<file path="config.mk">
export PLATFORM = sky130hd
export DESIGN_NAME = mcs_ctrl_status
export DESIGN_NICKNAME = d
export VERILOG_FILES = /design/src/mcs_pkg.sv /design/src/mcs_ctrl_status.sv
export SDC_FILE = /design/constraint.sdc
export NUM_CORES = 1
export LEC_CHECK = 0
export ABC_AREA = 1
export BUFFER_PORTS_ARGS = -buffer_cell sky130_fd_sc_hd__buf_2
export CORE_UTILIZATION = 50
export DETAILED_ROUTE_END_ITERATION = 8
export PLACE_DENSITY = 0.72
export SETUP_SLACK_MARGIN = 0.5
export SYNTH_ARGS = -nofsm -noshare
export SYNTH_HDL_FRONTEND = slang
export SYNTH_SLANG_ARGS = --single-unit
</file>
<file path="constraint.sdc">
create_clock -name clk_sys -period 4 [get_ports clk_sys]
set_input_delay 0.8 -clock clk_sys [delete_from_list [all_inputs] [get_ports clk_sys]]
set_output_delay 0.8 -clock clk_sys [all_outputs]
set_load 0.02 [all_outputs]
</file>
<file path="src/mcs_pkg.sv">
/*
 Constants for the module management control and status sequencer.
 Assumes a 100 MHz system clock; times are given in their own unit.
*/
`default_nettype none
package mcs_pkg;
  localparam int unsigned MCS_CLK_MHZ = 100;
  // Least low time of the module reset pin that counts as a reset
  localparam int unsigned MCS_RESET_PULSE_NS = 2000;
  localparam int unsigned MCS_RESET_PULSE_CYC =
    (MCS_RESET_PULSE_NS * MCS_CLK_MHZ + 999) / 1000;
  // Longest initialization time, power-on or reset to fully functional
  localparam int unsigned MCS_INIT_MS = 2000;
  localparam int unsigned MCS_INIT_CYC = MCS_INIT_MS * 1000 * MCS_CLK_MHZ;
  // Flag bit positions
  localparam int unsigned MCS_FLAG_READY = 0;
  localparam int unsigned MCS_FLAG_LOS = 1;
  localparam int unsigned MCS_FLAG_TXF = 2;
  localparam int unsigned MCS_FLAG_OTHER = 3;
  localparam int unsigned MCS_NUM_FLAGS = 8;
  // Pin synchroniser lanes
  localparam int unsigned MCS_PIN_RST = 0;
  localparam int unsigned MCS_PIN_LP = 1;
  localparam int unsigned MCS_PIN_SEL = 2;
  localparam int unsigned MCS_PIN_SCL = 3;
  localparam int unsigned MCS_NUM_PINS = 4;
  localparam logic [3:0] MCS_PINS_RESET = 4'hd;
  localparam logic [31:0] MCS_CNT_ZERO = 32'h0;
  typedef enum logic [1:0] {
    MCS_ST_RESET = 2'b00,
    MCS_ST_INIT = 2'b01,
    MCS_ST_READY = 2'b10
  } mcs_state_t;
endpackage : mcs_pkg
`default_nettype wire

</file>
<file path="src/mcs_ctrl_status.sv">
/*
 Control and status sequencing of a pluggable transceiver's management
 logic: initialization, module reset pin, low power, module select,
 latched flags with masks and the open-drain interrupt output.
 Assumes a two-wire bus engine on clk_sys that reports stop bits and the
 values carried by each write or read; the bus clock pin is sampled here.
*/
`timescale 1ns/1ps
`default_nettype none
module mcs_ctrl_status
  import mcs_pkg::*;
#(
  parameter int unsigned INIT_CYCLES = mcs_pkg::MCS_INIT_CYC,
  parameter int unsigned NUM_OTHER = mcs_pkg::MCS_NUM_FLAGS - 3
) (
  // Clock and reset
  input wire logic clk_sys,
  input wire logic rst,
  // Module pins
  input wire logic module_reset_n,
  input wire logic low_power_pin,
  input wire logic module_select_n,
  input wire logic bus_clk_pin,
  output logic interrupt_out_n,
  // Module internal conditions, on clk_sys
  input wire logic rx_los_cond,
  input wire logic tx_fault_cond,
  input wire logic [NUM_OTHER-1:0] other_cond,
  // Two-wire bus engine, on clk_sys
  input wire logic wr_stop,
  input wire logic [mcs_pkg::MCS_NUM_FLAGS-1:0] wr_mask,
  input wire logic wr_power_down,
  input wire logic rd_stop,
  input wire logic [mcs_pkg::MCS_NUM_FLAGS-1:0] rd_clear,
  output logic bus_respond,
  // Status
  output logic [mcs_pkg::MCS_NUM_FLAGS-1:0] flags,
  output logic [mcs_pkg::MCS_NUM_FLAGS-1:0] masks,
  output logic data_not_ready,
  output logic power_down,
  output logic low_power,
  output logic fully_functional
);
  import mcs_pkg::*;

  localparam int unsigned NF = MCS_NUM_FLAGS;

  // Timing budget: the pin and bus responses are due within tens of
  // microseconds or more, while this logic answers within a few clk_sys
  // cycles. So no response timers are kept, apart from the init count
  // and the reset pulse qualifier, which must really last.
  //
  // Hazard: every pin is asynchronous to clk_sys, so logic reads only the
  // second flip-flop of its synchroniser, never the first.
  //
  // Limitation: a reset pin pulse shorter than the qualifier is ignored
  // entirely. A pulse just over it costs a full initialization.

  logic [MCS_NUM_PINS-1:0] pin_meta_reg;
  logic [MCS_NUM_PINS-1:0] pin_sync_reg;
  logic scl_prev_reg;
  logic scl_fall;
  logic [31:0] rlow_cnt_reg;
  logic soft_reset;
  mcs_state_t state_reg;
  logic [31:0] init_cnt_reg;
  logic [NF-1:0] flags_reg;
  logic [NF-1:0] flag_set;
  logic [NF-1:0] cond_now;
  logic [NF-1:0] cond_prev_reg;
  logic [NF-1:0] mask_reg;
  logic [NF-1:0] mask_pend_reg;
  logic [NF-1:0] clr_pend_reg;
  logic wr_pend_reg;
  logic rd_pend_reg;
  logic pdown_reg;
  logic pdown_pend_reg;
  logic int_n_reg;
  logic dnr_reg;
  logic respond_reg;
  logic lp_reg;

  // Two-flip-flop synchronisers for every pin
  always_ff @(posedge clk_sys or posedge rst) begin
    if (rst) begin
      pin_meta_reg <= MCS_PINS_RESET;
      pin_sync_reg <= MCS_PINS_RESET;
    end else begin
      pin_meta_reg <= {bus_clk_pin, module_select_n, low_power_pin,
                       module_reset_n};
      pin_sync_reg <= pin_meta_reg;
    end
  end

  // Falling edge of the sampled bus clock
  // The previous value resets to the idle high level of the pin, so the
  // first sample after reset cannot be taken as a false falling edge.
  always_ff @(posedge clk_sys or posedge rst) begin
    if (rst) begin
      scl_prev_reg <= 1'b1;
    end else begin
      scl_prev_reg <= pin_sync_reg[MCS_PIN_SCL];
    end
  end
  assign scl_fall = scl_prev_reg & ~pin_sync_reg[MCS_PIN_SCL];

  // Reset pin low-time qualifier; shorter glitches are ignored
  always_ff @(posedge clk_sys or posedge rst) begin
    if (rst) begin
      rlow_cnt_reg <= MCS_CNT_ZERO;
    end else if (pin_sync_reg[MCS_PIN_RST]) begin
      rlow_cnt_reg <= MCS_CNT_ZERO;
    end else if (rlow_cnt_reg < MCS_RESET_PULSE_CYC) begin
      rlow_cnt_reg <= rlow_cnt_reg + 32'h1;
    end
  end
  // Held in reset while the pin stays low past the least pulse time
  assign soft_reset = (rlow_cnt_reg >= MCS_RESET_PULSE_CYC) |
                      (state_reg == MCS_ST_RESET &&
                       !pin_sync_reg[MCS_PIN_RST]);

  // Initialization sequencer: reset, init count, ready
  // The sequencer waits in the reset state for as long as the pin stays
  // low. It counts the init time from the first cycle after the pin has
  // risen, so a long pulse never eats into the init budget.
  always_ff @(posedge clk_sys or posedge rst) begin
    if (rst) begin
      state_reg <= MCS_ST_INIT;
      init_cnt_reg <= MCS_CNT_ZERO;
    end else if (soft_reset) begin
      state_reg <= MCS_ST_RESET;
      init_cnt_reg <= MCS_CNT_ZERO;
    end else begin
      case (state_reg)
        MCS_ST_RESET: begin
          state_reg <= MCS_ST_INIT;
        end
        MCS_ST_INIT: begin
          if (init_cnt_reg >= INIT_CYCLES - 1) begin
            state_reg <= MCS_ST_READY;
          end else begin
            init_cnt_reg <= init_cnt_reg + 32'h1;
          end
        end
        default: begin
          state_reg <= MCS_ST_READY;
        end
      endcase
    end
  end

  // Data-not-ready stays set until initialization ends
  always_ff @(posedge clk_sys or posedge rst) begin
    if (rst) begin
      dnr_reg <= 1'b1;
    end else begin
      dnr_reg <= (state_reg != MCS_ST_READY);
    end
  end

  // Condition vector; the ready flag rises when data-not-ready clears
  always_comb begin
    cond_now = '0;
    cond_now[MCS_FLAG_READY] = (state_reg == MCS_ST_READY);
    cond_now[MCS_FLAG_LOS] = rx_los_cond;
    cond_now[MCS_FLAG_TXF] = tx_fault_cond;
    cond_now[NF-1:MCS_FLAG_OTHER] = other_cond;
  end

  always_ff @(posedge clk_sys or posedge rst) begin
    if (rst) begin
      cond_prev_reg <= '0;
    end else if (soft_reset) begin
      cond_prev_reg <= '0;
    end else begin
      cond_prev_reg <= cond_now;
    end
  end
  assign flag_set = cond_now & ~cond_prev_reg;

  // Host transactions wait for the bus clock fall after their stop bit
  // A second stop of the same kind before that fall replaces its pending values:
  // only the latest write and the latest read are applied, as the host last saw them.
  // A stop in the same cycle as a fall stays pending for the next fall.
  always_ff @(posedge clk_sys or posedge rst) begin
    if (rst) begin
      wr_pend_reg <= 1'b0;
      rd_pend_reg <= 1'b0;
      mask_pend_reg <= '0;
      pdown_pend_reg <= 1'b0;
      clr_pend_reg <= '0;
    end else begin
      if (wr_stop) begin
        wr_pend_reg <= 1'b1;
        mask_pend_reg <= wr_mask;
        pdown_pend_reg <= wr_power_down;
      end else if (scl_fall) begin
        wr_pend_reg <= 1'b0;
      end
      if (rd_stop) begin
        rd_pend_reg <= 1'b1;
        clr_pend_reg <= rd_clear;
      end else if (scl_fall) begin
        rd_pend_reg <= 1'b0;
      end
    end
  end

  // Latched flags; a new event wins over a clear in the same cycle
  // Flags latch on the rising edge of their condition only. A condition
  // that stays high after a clear does not latch again, so the host is
  // not flooded with interrupts by one long fault.
  // Masked flags still latch; the mask only gates the interrupt.
  always_ff @(posedge clk_sys or posedge rst) begin
    if (rst) begin
      flags_reg <= '0;
    end else if (soft_reset) begin
      flags_reg <= '0;
    end else if (rd_pend_reg && scl_fall) begin
      flags_reg <= (flags_reg & ~clr_pend_reg) | flag_set;
    end else begin
      flags_reg <= flags_reg | flag_set;
    end
  end

  // Mask and power-down bits take effect at the clock fall after stop
  always_ff @(posedge clk_sys or posedge rst) begin
    if (rst) begin
      mask_reg <= '0;
      pdown_reg <= 1'b0;
    end else if (soft_reset) begin
      mask_reg <= '0;
      pdown_reg <= 1'b0;
    end else if (wr_pend_reg && scl_fall) begin
      mask_reg <= mask_pend_reg;
      pdown_reg <= pdown_pend_reg;
    end
  end

  // Interrupt low while any unmasked flag is latched
  // Registered so the open-drain pin never glitches low on a decode.
  // A value of one means the pin is released to its pull-up.
  always_ff @(posedge clk_sys or posedge rst) begin
    if (rst) begin
      int_n_reg <= 1'b1;
    end else begin
      int_n_reg <= ~|(flags_reg & ~mask_reg);
    end
  end

  // Bus answers once ready and while the module is selected
  always_ff @(posedge clk_sys or posedge rst) begin
    if (rst) begin
      respond_reg <= 1'b0;
    end else begin
      respond_reg <= (state_reg == MCS_ST_READY) &
                     ~pin_sync_reg[MCS_PIN_SEL];
    end
  end

  // Lower power level from the pin or the power-down bit
  // Either source alone is enough; the lower level is left only when
  // the pin is low and the power-down bit is clear.
  always_ff @(posedge clk_sys or posedge rst) begin
    if (rst) begin
      lp_reg <= 1'b0;
    end else begin
      lp_reg <= pin_sync_reg[MCS_PIN_LP] | pdown_reg;
    end
  end

  assign interrupt_out_n = int_n_reg;
  assign bus_respond = respond_reg;
  assign flags = flags_reg;
  assign masks = mask_reg;
  assign data_not_ready = dnr_reg;
  assign power_down = pdown_reg;
  assign low_power = lp_reg;
  // Ready state reached and data-not-ready has cleared
  assign fully_functional = ~dnr_reg & (state_reg == MCS_ST_READY);
endmodule // mcs_ctrl_status
`default_nettype wire

</file>
* Word-level counts from Yosys, hierarchy flattened
Cells that the tools add are included.
** Operators by class
- Reduce and logical (&&, ||, !) cells :: 13
- Equal/unequal tests :: 5
- Mux-type cells :: 18
- Add/sub/neg operators :: 2
- Bitwise operators :: 16
- Magnitude comparators :: 3
** Operators with widths (number)
- 32-bit two-way mux :: 5
- 32-bit by 1-bit adder with 32-bit output, second input constant :: 2
- 8-bit two-way mux :: 5
- 32-bit by 28-bit >= comparator with 1-bit output, second input constant :: 1
- 32-bit by 8-bit >= comparator with 1-bit output, second input constant :: 1
- 32-bit by 8-bit < comparator with 1-bit output, second input constant :: 1
- 8-bit AND :: 3
- 8-bit inverter :: 3
- 8-bit OR :: 2
- 2-bit nonzero test :: 5
- 8-bit OR reduction :: 1
- 1-bit two-way mux :: 5
- 2-bit two-way mux :: 2
- 2-bit != test, second input constant :: 2
- 2-bit one-hot mux with 2 select lines :: 1
- 1-bit AND :: 3
- 1-bit logical AND :: 3
- 3-bit != test, second input constant :: 1
- 1-bit inverter :: 3
- 2-bit by 1-bit == test with 1-bit output, second input constant :: 1
- 2-bit == test, second input constant :: 1
- 1-bit zero test :: 2
- 2-bit zero test :: 1
- 1-bit OR :: 2
- 2-bit AND reduction :: 1
** Word-level totals
- Flip-flop bits (word level) :: 123
- Output and inout bits :: 22
- Input bits :: 32

* Longest topological paths before layout
Gate-level depths: netlist of run 1.
- Depth after elaboration :: 5
- Depth in mapped cells :: 14

* Least setup slack after synthesis of run 1
OpenSTA, ideal clock, no wires.
- Kind :: flip-flop to flip-flop
- From :: register init_cnt_reg[0]
- To :: register init_cnt_reg[25]
- Arrival :: 1.470 ns
- Setup time :: 0.119 ns
- Slack :: 2.411 ns
- Cell stages (with the launch flop) :: 13
- Cell sequence :: dfrtp_1 ha_1 nand3_2 nor2_2 nand2_1 nand2_1 nand2_4 nand2_4 buf_12 nor2_2 nand3_1 nand2_1 nor2_1
** Between the ends
- Longest elaborated chain between the ends :: 4
- Elaborated cells between the ends (all ways) :: 7
- Classes of those cells :: add/sub: 1; order compare: 1; eq/ne: 1; mux: 3; reduce/logical: 1
** RTL lines
- start, declared :: RTL line mcs_ctrl_status.sv:66 : logic [31:0] init_cnt_reg;
- start signal, assigned :: RTL line mcs_ctrl_status.sv:142 : init_cnt_reg <= init_cnt_reg + 32'h1;
- 32-bit by 1-bit adder with 32-bit output :: RTL line mcs_ctrl_status.sv:142
- 32-bit two-way mux :: RTL line mcs_ctrl_status.sv:139 : if (init_cnt_reg >= INIT_CYCLES - 1) begin
- 32-bit two-way mux :: RTL line mcs_ctrl_status.sv:134 : case (state_reg)
- 32-bit two-way mux :: RTL line mcs_ctrl_status.sv:130 : end else if (soft_reset) begin
Parallel ways exist; a longest one is shown, timed or not. The select of a mux whose other input is x is not followed.
A chain may end at the register's enable or synchronous reset.

* Worst setup path after layout of run 1
- From :: register state_reg[0]
- To :: output port fully_functional
** Between the ends
- Longest elaborated chain between the ends :: 2
** RTL lines
- start, declared :: RTL line mcs_ctrl_status.sv:65 : mcs_state_t state_reg;
- start signal, assigned :: RTL line mcs_ctrl_status.sv:128 : state_reg <= MCS_ST_INIT;
- start signal, assigned :: RTL line mcs_ctrl_status.sv:131 : state_reg <= MCS_ST_RESET;
- start signal, assigned :: RTL line mcs_ctrl_status.sv:136 : state_reg <= MCS_ST_INIT;
- 2-bit == test :: RTL line mcs_ctrl_status.sv:280 : assign fully_functional = ~dnr_reg & (state_reg == MCS_ST_READY);
- 1-bit AND :: RTL line mcs_ctrl_status.sv:280
- end, declared :: RTL line mcs_ctrl_status.sv:42 : output logic fully_functional
Every way passes these cells.

==> results of run 1 <==
## power breakdown
| part | internal [mW] | total (mW) | leakage [nW] | switching, mW |
|---|---|---|---|---|
| logic | 0.217 | 0.696 | 1.44 | 0.479 |
| clock network | 0.989 | 1.55 | 0.289 | 0.559 |
| registers | 1.40 | 1.50 | 1.59 | 0.105 |
| total | 2.60 | 3.75 | 3.32 | 1.14 |
## how the worst max path moves through the flow
stage / startpoint / end / slack [ns]
after floorplan: rst / bus_respond / 1.70
after global placement: pin_sync_reg[0] / init_cnt_reg[9] / 1.95
after detailed placement: pin_sync_reg[0] / init_cnt_reg[9] / 1.90
after CTS: state_reg[0] / fully_functional / 1.70
after global routing: rlow_cnt_reg[12] / init_cnt_reg[13] / 1.63
final: state_reg[0] / fully_functional / 1.75
## synth_stat cells (7+ instances only)
library cell  instances  area [sq um]
dfrtp_1             113          2828
o21bai_1              8         60.06
dfstp_2              10         262.8
o22ai_1              10         62.56
nor3_1                7         35.03
inv_1               113         424.2
nor2_1               95         356.6
nand3_1              43         215.2
a21oi_1              21         105.1
clkbuf_1              7         26.28
nand4_1              10         62.56
o21ai_0              29         145.1
nand2_1             148         555.5
## cells by family after synthesis
group                      share of synthesized area, %
DFF                                               56.43
xor gates and xnor gates                         0.1600
adders and majority gates                        0.6855
AOI/OAI and AO/OA                                 7.517
buffers and inverters                             9.755
and+or+nand+nor                                   25.45
## worst max-delay path, cell delays in order (launching register included)
cell,delay (ns)
dfstp_2,0.55
inv_1,0.04
nand2_1,0.15
nor2_1,0.06
buf_2,0.15
## cell type report
cell class	instances	area, sq um
Clock inverter	12	161.4
Tap cell	136	170.2
Sequential cell	123	3090
Clock buffer	20	445.4
Fill cell	909	4005
Timing Repair Buffer	58	302.8
Multi-Input combinational cell	400	1852
Inverter	115	435.4
## metal layers
layer | vias to the layer above | global-route usage [%] | share of wire (%)
li1 | 2144 | - | -
met1 | 2027 | 27.54 | 44
met2 | 124 | 36.59 | 50
met3 | 14 | 5.289 | 4.8
met4 | 0 | 6.947 | 1.4
met5 | - | 0 | 0
## through the flow
step,setup slack [ns],power [mW],cells,utilization (%)
floorplan,1.697,2.037,653,-
global placement,1.948,2.185,832,55.92
detailed placement,1.897,2.213,832,55.92
CTS,1.701,3.780,864,61.72
global route,1.632,3.932,864,61.72
finish,1.750,3.746,864,61.72
==> impl_metrics.env, run 1 <==
export IMPL_ctsHoldBuffers=0
export IMPL_slew_headroom_pct=35.99
export IMPL_worstPathRequired_ns=3.20
export IMPL_clock_sinks=123
export IMPL_antenna_found_initial=0
export IMPL_worstReg2RegStart="init_cnt_reg[1]"
export IMPL_clk_path_buf_depth=2
export IMPL_clk_pin_slew_ns=0.06
export IMPL_core_area_sq_um=10460
export IMPL_place_congestion=0.8389
export IMPL_die_h_um=106.7
export IMPL_area_growth_syn_to_layout_pct=17.91
export IMPL_track_usage_pct=21.69
export IMPL_grt_start_max_net_pins=46
export IMPL_fin_area_sq_um=6457
export IMPL_final_cell_mix="148 x nand2_1, 113 x dfrtp_1, 112 x inv_1"
export IMPL_cp_max_fo=4
export IMPL_fin_crit_sh_pct=56.24
export IMPL_post_dp_hpwl_um=7415
export IMPL_worst_pin_slew_ns=0.9582
export IMPL_drt_wl_total_um=11200
export IMPL_post_route_drc_count=0
export IMPL_diodes=0
export IMPL_cp_start_kind="register"
export IMPL_drt_iter0_drc=359
export IMPL_r2r_end="init_cnt_reg[20]"
export IMPL_reg2reg_slack_ns=1.85
export IMPL_drv_cap=0
export IMPL_fmax_mhz=444.5
export IMPL_grt_pass1_wl_um=19180
export IMPL_syn_nets=688
export IMPL_critical_path_class="register to primary output"
export IMPL_hold_viol=0
export IMPL_wire_per_inst_um=12.96
export IMPL_initial_core_util_pct=52.34
export IMPL_ys_seq_elements=123
export IMPL_viasPerCell=4.987
export IMPL_avgSynthCellArea_sq_um=8.387
export IMPL_drtAntennaViolNets=0
export IMPL_worstRegToRegCells=12
export IMPL_placed_cell_area_sq_um=5851
export IMPL_cts_made_buffers=17
export IMPL_hp_class="register to register"
export IMPL_endpoint_kind="primary output"
export IMPL_run_status="complete, no violations"
export IMPL_clkLatencyLatePin_ns=0.50
export IMPL_synth_edf_count=0
export IMPL_min_to="pin_sync_reg[3]"
export IMPL_hold_depth=0
export IMPL_worstPathArrival_ns=1.45
export IMPL_max_vdd_ir_drop_v=0.0002781
export IMPL_vias=4309
export IMPL_fin_tns_setup_ns=0
export IMPL_setup_viol_count_final=0
export IMPL_synth_cell_types=35
export IMPL_io_pins=54
export IMPL_finalMaxSlewViolations=0
export IMPL_holdWs_ns=0.3570
export IMPL_hp_start="pin_meta_reg[3]"
export IMPL_cts_resized=0
export IMPL_die_area_sq_um=11380
export IMPL_cts_setup_buffers=0
export IMPL_fin_nets=750
export IMPL_die_w_um=106.7
export IMPL_cts_htree_levels=4
export IMPL_cts_tree="done"
export IMPL_grt_ovfl_total=0
export IMPL_rows=37
export IMPL_skew_ns=0.006861
export IMPL_rsz0062_at_grt="false"
export IMPL_yosysWarnings=0
export IMPL_final_common_cell="nand2_1"
export IMPL_drive_gt1_share_pct=16.48
export IMPL_synth_seq_area_share_pct=56.43
export IMPL_cts_root_buf="clkbuf_8"
export IMPL_netlist_area_sq_um=5477
export IMPL_p_leak_nw=3.316
export IMPL_dr_pass1_iters=5
export IMPL_fin_crit_ns=2.250
export IMPL_power_density_nw_per_um2=580.2
export IMPL_synth_cells=653
export IMPL_synth_ff_type="dfrtp_1"
export IMPL_synthArstFlopShare_pct=100.0
export IMPL_port_buffers=53
export IMPL_grt_pass1_vias=4200
No activity file was read; power rests on OpenSTA's default activity.
==> run 2: changes to the inputs <==
--- a/config.mk
+++ b/config.mk
@@ -5,11 +5,11 @@
 export SDC_FILE = /design/constraint.sdc
 export NUM_CORES = 1
 export LEC_CHECK = 0
-export ABC_AREA = 1
+export ABC_AREA = 0
 export BUFFER_PORTS_ARGS = -buffer_cell sky130_fd_sc_hd__buf_2
 export CORE_UTILIZATION = 50
 export DETAILED_ROUTE_END_ITERATION = 8
-export PLACE_DENSITY = 0.72
+export PLACE_DENSITY = 0.7
 export SETUP_SLACK_MARGIN = 0.5
 export SYNTH_ARGS = -nofsm -noshare
 export SYNTH_HDL_FRONTEND = slang
==> constraint.sdc (replaced) <==
create_clock -name clk_sys -period 2.09 [get_ports clk_sys]
set_input_delay 0.418 -clock clk_sys [delete_from_list [all_inputs] [get_ports clk_sys]]
set_output_delay 0.418 -clock clk_sys [all_outputs]
set_load 0.02 [all_outputs]
==> run 2 against run 1 <==
The run now ends with setup timing left. Synthesized cell count decreased by 34%. Final cell count decreased by 21%. Setup slack got worse by 1.8 ns. First-iteration DRC count decreased by 61%. Core utilization increased by 9.4 points. Highest routed layer unchanged. Die area decreased by 6.9%. Design area increased by 8.1%. Flip-flop and latch count unchanged. Largest cell class unchanged. Non-clock buffer count increased by 42. Clock power increased by 87%. Global-route usage increased by 0.10 points.
==> impl_metrics.env, run 2 <==
export IMPL_synth_edf_count=0
export IMPL_p_leak_nw=3.200
export IMPL_drt_iter0_drc=139
export IMPL_initial_core_util_pct=51.87
export IMPL_die_w_um=102.9
export IMPL_synth_cells=434
export IMPL_synth_ff_type="dfrtp_1"
export IMPL_p_int_mw=5.159
export IMPL_worstPathCellList="or4_4 -> o311a_4 -> buf_12 -> nor4_2 -> xnor2_1 -> nor2_1"
export IMPL_viasPerCell=5.230
export IMPL_place_congestion=0.7803
export IMPL_cp_start_kind="register"
export IMPL_worstPathArrival_ns=2.52
export IMPL_fin_crit_ns=2.147
export IMPL_power_density_nw_per_um2=1026
export IMPL_die_h_um=102.9
export IMPL_worstPathRequired_ns=2.47
export IMPL_syn_nets=469
export IMPL_route_met3_wl_um=393
export IMPL_stdcell_count=682
export IMPL_synth_seq_area_share_pct=60.67
export IMPL_drtAntennaViolNets=0
export IMPL_drive_gt1_share_pct=40.80
export IMPL_fmax_mhz=465.8
export IMPL_yosysTopAreaCell="dfrtp_1"
export IMPL_synthTopCellsByCount="113 x dfrtp_1, 56 x nor2_1, 24 x nor2b_1"
export IMPL_hold_viol=0
export IMPL_fillers=646
export IMPL_cp_max_fo=8
export IMPL_die_area_sq_um=10590
export IMPL_multi_input_area_sq_um=2257
export IMPL_dp_slack_ns=0.01172
export IMPL_fin_tns_setup_ns=-0.07858
export IMPL_area_growth_syn_to_layout_pct=37.07
export IMPL_endpoint_kind="register"
export IMPL_rows=36
export IMPL_clkPwrFrac_pct=40.5
export IMPL_fin_area_sq_um=6982
export IMPL_finalMaxSlewViolations=0
export IMPL_worst_pin_slew_ns=0.3672
export IMPL_worstReg2RegStart="init_cnt_reg[9]"
export IMPL_violations="setup timing"
export IMPL_finalWorstSetupSlack_ns=-0.05665
export IMPL_ys_top_cells_by_area="dfrtp_1 56%, dfstp_2 5.2%, nor2_1 4.1%, mux2_2 3.8%, xnor2_1 3.4%"
export IMPL_cts_htree_levels=4
export IMPL_run_status="complete, but fails checks"
export IMPL_final_cell_mix="113 x dfrtp_1, 50 x buf_2, 47 x nor2_1"
export IMPL_drt_wl_total_um=11300
export IMPL_synth_top_area_share_pct=55.51
export IMPL_skew_ns=0.01096
export IMPL_rsz0062_at_grt="true"
export IMPL_track_usage_pct=21.79
export IMPL_slew_headroom_pct=75.47
export IMPL_worstSetupStartpoint="init_cnt_reg[9]"
export IMPL_io_pins=54
export IMPL_comb_power_share_pct=19.6
export IMPL_final_seq_area_sq_um=3090
export IMPL_netSwitchingFraction_pct=27.96
export IMPL_reg2reg_slack_ns=-0.06
export IMPL_clk_path_buf_depth=2
export IMPL_drt_met1_wl_um=4834
export IMPL_post_route_drc_count=0
export IMPL_grt_pass1_wl_um=17240
export IMPL_synth_cell_types=52
export IMPL_grt_ovfl_total=0
export IMPL_hp_class="input pin to asynchronous set/reset pin"
export IMPL_port_buffers=53
export IMPL_core_area_sq_um=9819
export IMPL_r2r_end="init_cnt_reg[6]"
export IMPL_setup_viol_count_final=3
export IMPL_netlist_area_sq_um=5094
export IMPL_slowest_stage="or4_4"
export IMPL_diodes=0
export IMPL_cpPeakStageDelay_ns=0.54
export IMPL_cts_root_buf="clkbuf_8"
export IMPL_dr_wl_met2_um=5873
export IMPL_max_vdd_ir_drop_v=0.0005368
export IMPL_highest_layer="met4"
export IMPL_antenna_found_initial=0
export IMPL_yosysWarnings=0
export IMPL_pwr_share_seq_pct=39.9
export IMPL_netSwitchingPower_mw=2.002
export IMPL_clkLatencyLatePin_ns=0.51
export IMPL_clk_pin_slew_ns=0.06
export IMPL_clock_sinks=123
export IMPL_grt_pass1_vias=3643
export IMPL_vias=3567
export IMPL_ys_seq_elements=123
export IMPL_dr_pass1_iters=5
export IMPL_synth_most_common_cell="dfrtp_1"
export IMPL_grt_start_max_net_pins=68
export IMPL_final_common_cell="dfrtp_1"
export IMPL_dp_cells=628
export IMPL_cts_made_buffers=17
export IMPL_post_dp_hpwl_um=6477
export IMPL_postLayoutCoreUtil_pct=71.10
export IMPL_fin_crit_sh_pct=102.7
export IMPL_placed_cell_area_sq_um=5772
export IMPL_fin_nets=572
export IMPL_cts_tree="done"
export IMPL_avgSynthCellArea_sq_um=11.74
export IMPL_critical_path_class="register to register"
export IMPL_drv_cap=0
export IMPL_worstRegToRegCells=6
export IMPL_wire_per_inst_um=16.57
export IMPL_synthArstFlopShare_pct=100.0
[run 2: final cells by class]
| class | count | area share, % |
|---|---|---|
| Multi-Input combinational cell | 272 | 32.33 |
| Sequential cell | 123 | 44.27 |
| Tap cell | 133 | 2.384 |
| Timing Repair Buffer | 100 | 11.15 |
| Clock buffer | 20 | 6.523 |
| Inverter | 23 | 1.290 |
| Clock inverter | 11 | 2.061 |
[run 2: worst max-delay path, delay by kind of cell (launching register included)]
| family | cells | cell delay [ns] |
|---|---|---|
| compound gates | 1 | 0.43 |
| xor+xnor | 1 | 0.18 |
| buf+inv | 1 | 0.16 |
| flops | 1 | 0.38 |
| simple gates | 3 | 0.86 |
[run 2: cells by family after synthesis]
kind of cell	after synthesis	share of synthesized area, %
xor+xnor	31	5.330
simple gates	177	20.27
compound gates	34	4.201
flops	123	60.67
buf+inv	39	3.070
fa+ha+maj	3	0.7370
mux	27	5.723
[run 2: worst max path at each step]
stage	end	slack, ns	cells past startpoint
floorplan	init_cnt_reg[5]	0.12	6
global placement	init_cnt_reg[14]	0.07	6
detailed placement	init_cnt_reg[7]	0.01	6
CTS	init_cnt_reg[5]	0.05	6
global route	init_cnt_reg[6]	-0.11	6
finish	init_cnt_reg[6]	-0.06	6
[run 2: through the flow]
step	power, mW	hold WS [ns]
2_1_floorplan	3.577	0.3312
3_3_place_gp	3.986	0.3343
3_5_place_dp	4.016	0.3448
4_1_cts	7.099	0.01495
5_1_grt	7.487	0.02983
6_report	7.161	0.01296
[run 2: per-layer routing]
layer	global-route usage (%)	up-vias
li1	-	1678
met1	26.26	1795
met2	37.44	79
met3	5.153	15
met4	9.426	0
met5	0	-
[run 2: power groups by stage]
stage | combinational [mW] | sequential (mW) | clock [mW]
after global placement | 1.11 | 2.87 | 0
after floorplan | 0.501 | 3.08 | 0
after detailed placement | 1.13 | 2.88 | 0
after CTS | 1.30 | 2.85 | 2.95
final | 1.40 | 2.86 | 2.90
after global routing | 1.54 | 2.89 | 3.06
[run 2: what timing repair did]
action / 4_1_cts / 5_1_grt
setup buffers: 11 / 6
hold endpoints to repair: 4 / 0
resized for setup: 37 / 50
endpoints found under the setup margin: 69 / 69
pin swaps: 20 / 39
gates cloned: 1 / 1
hold buffers: 4 / 0
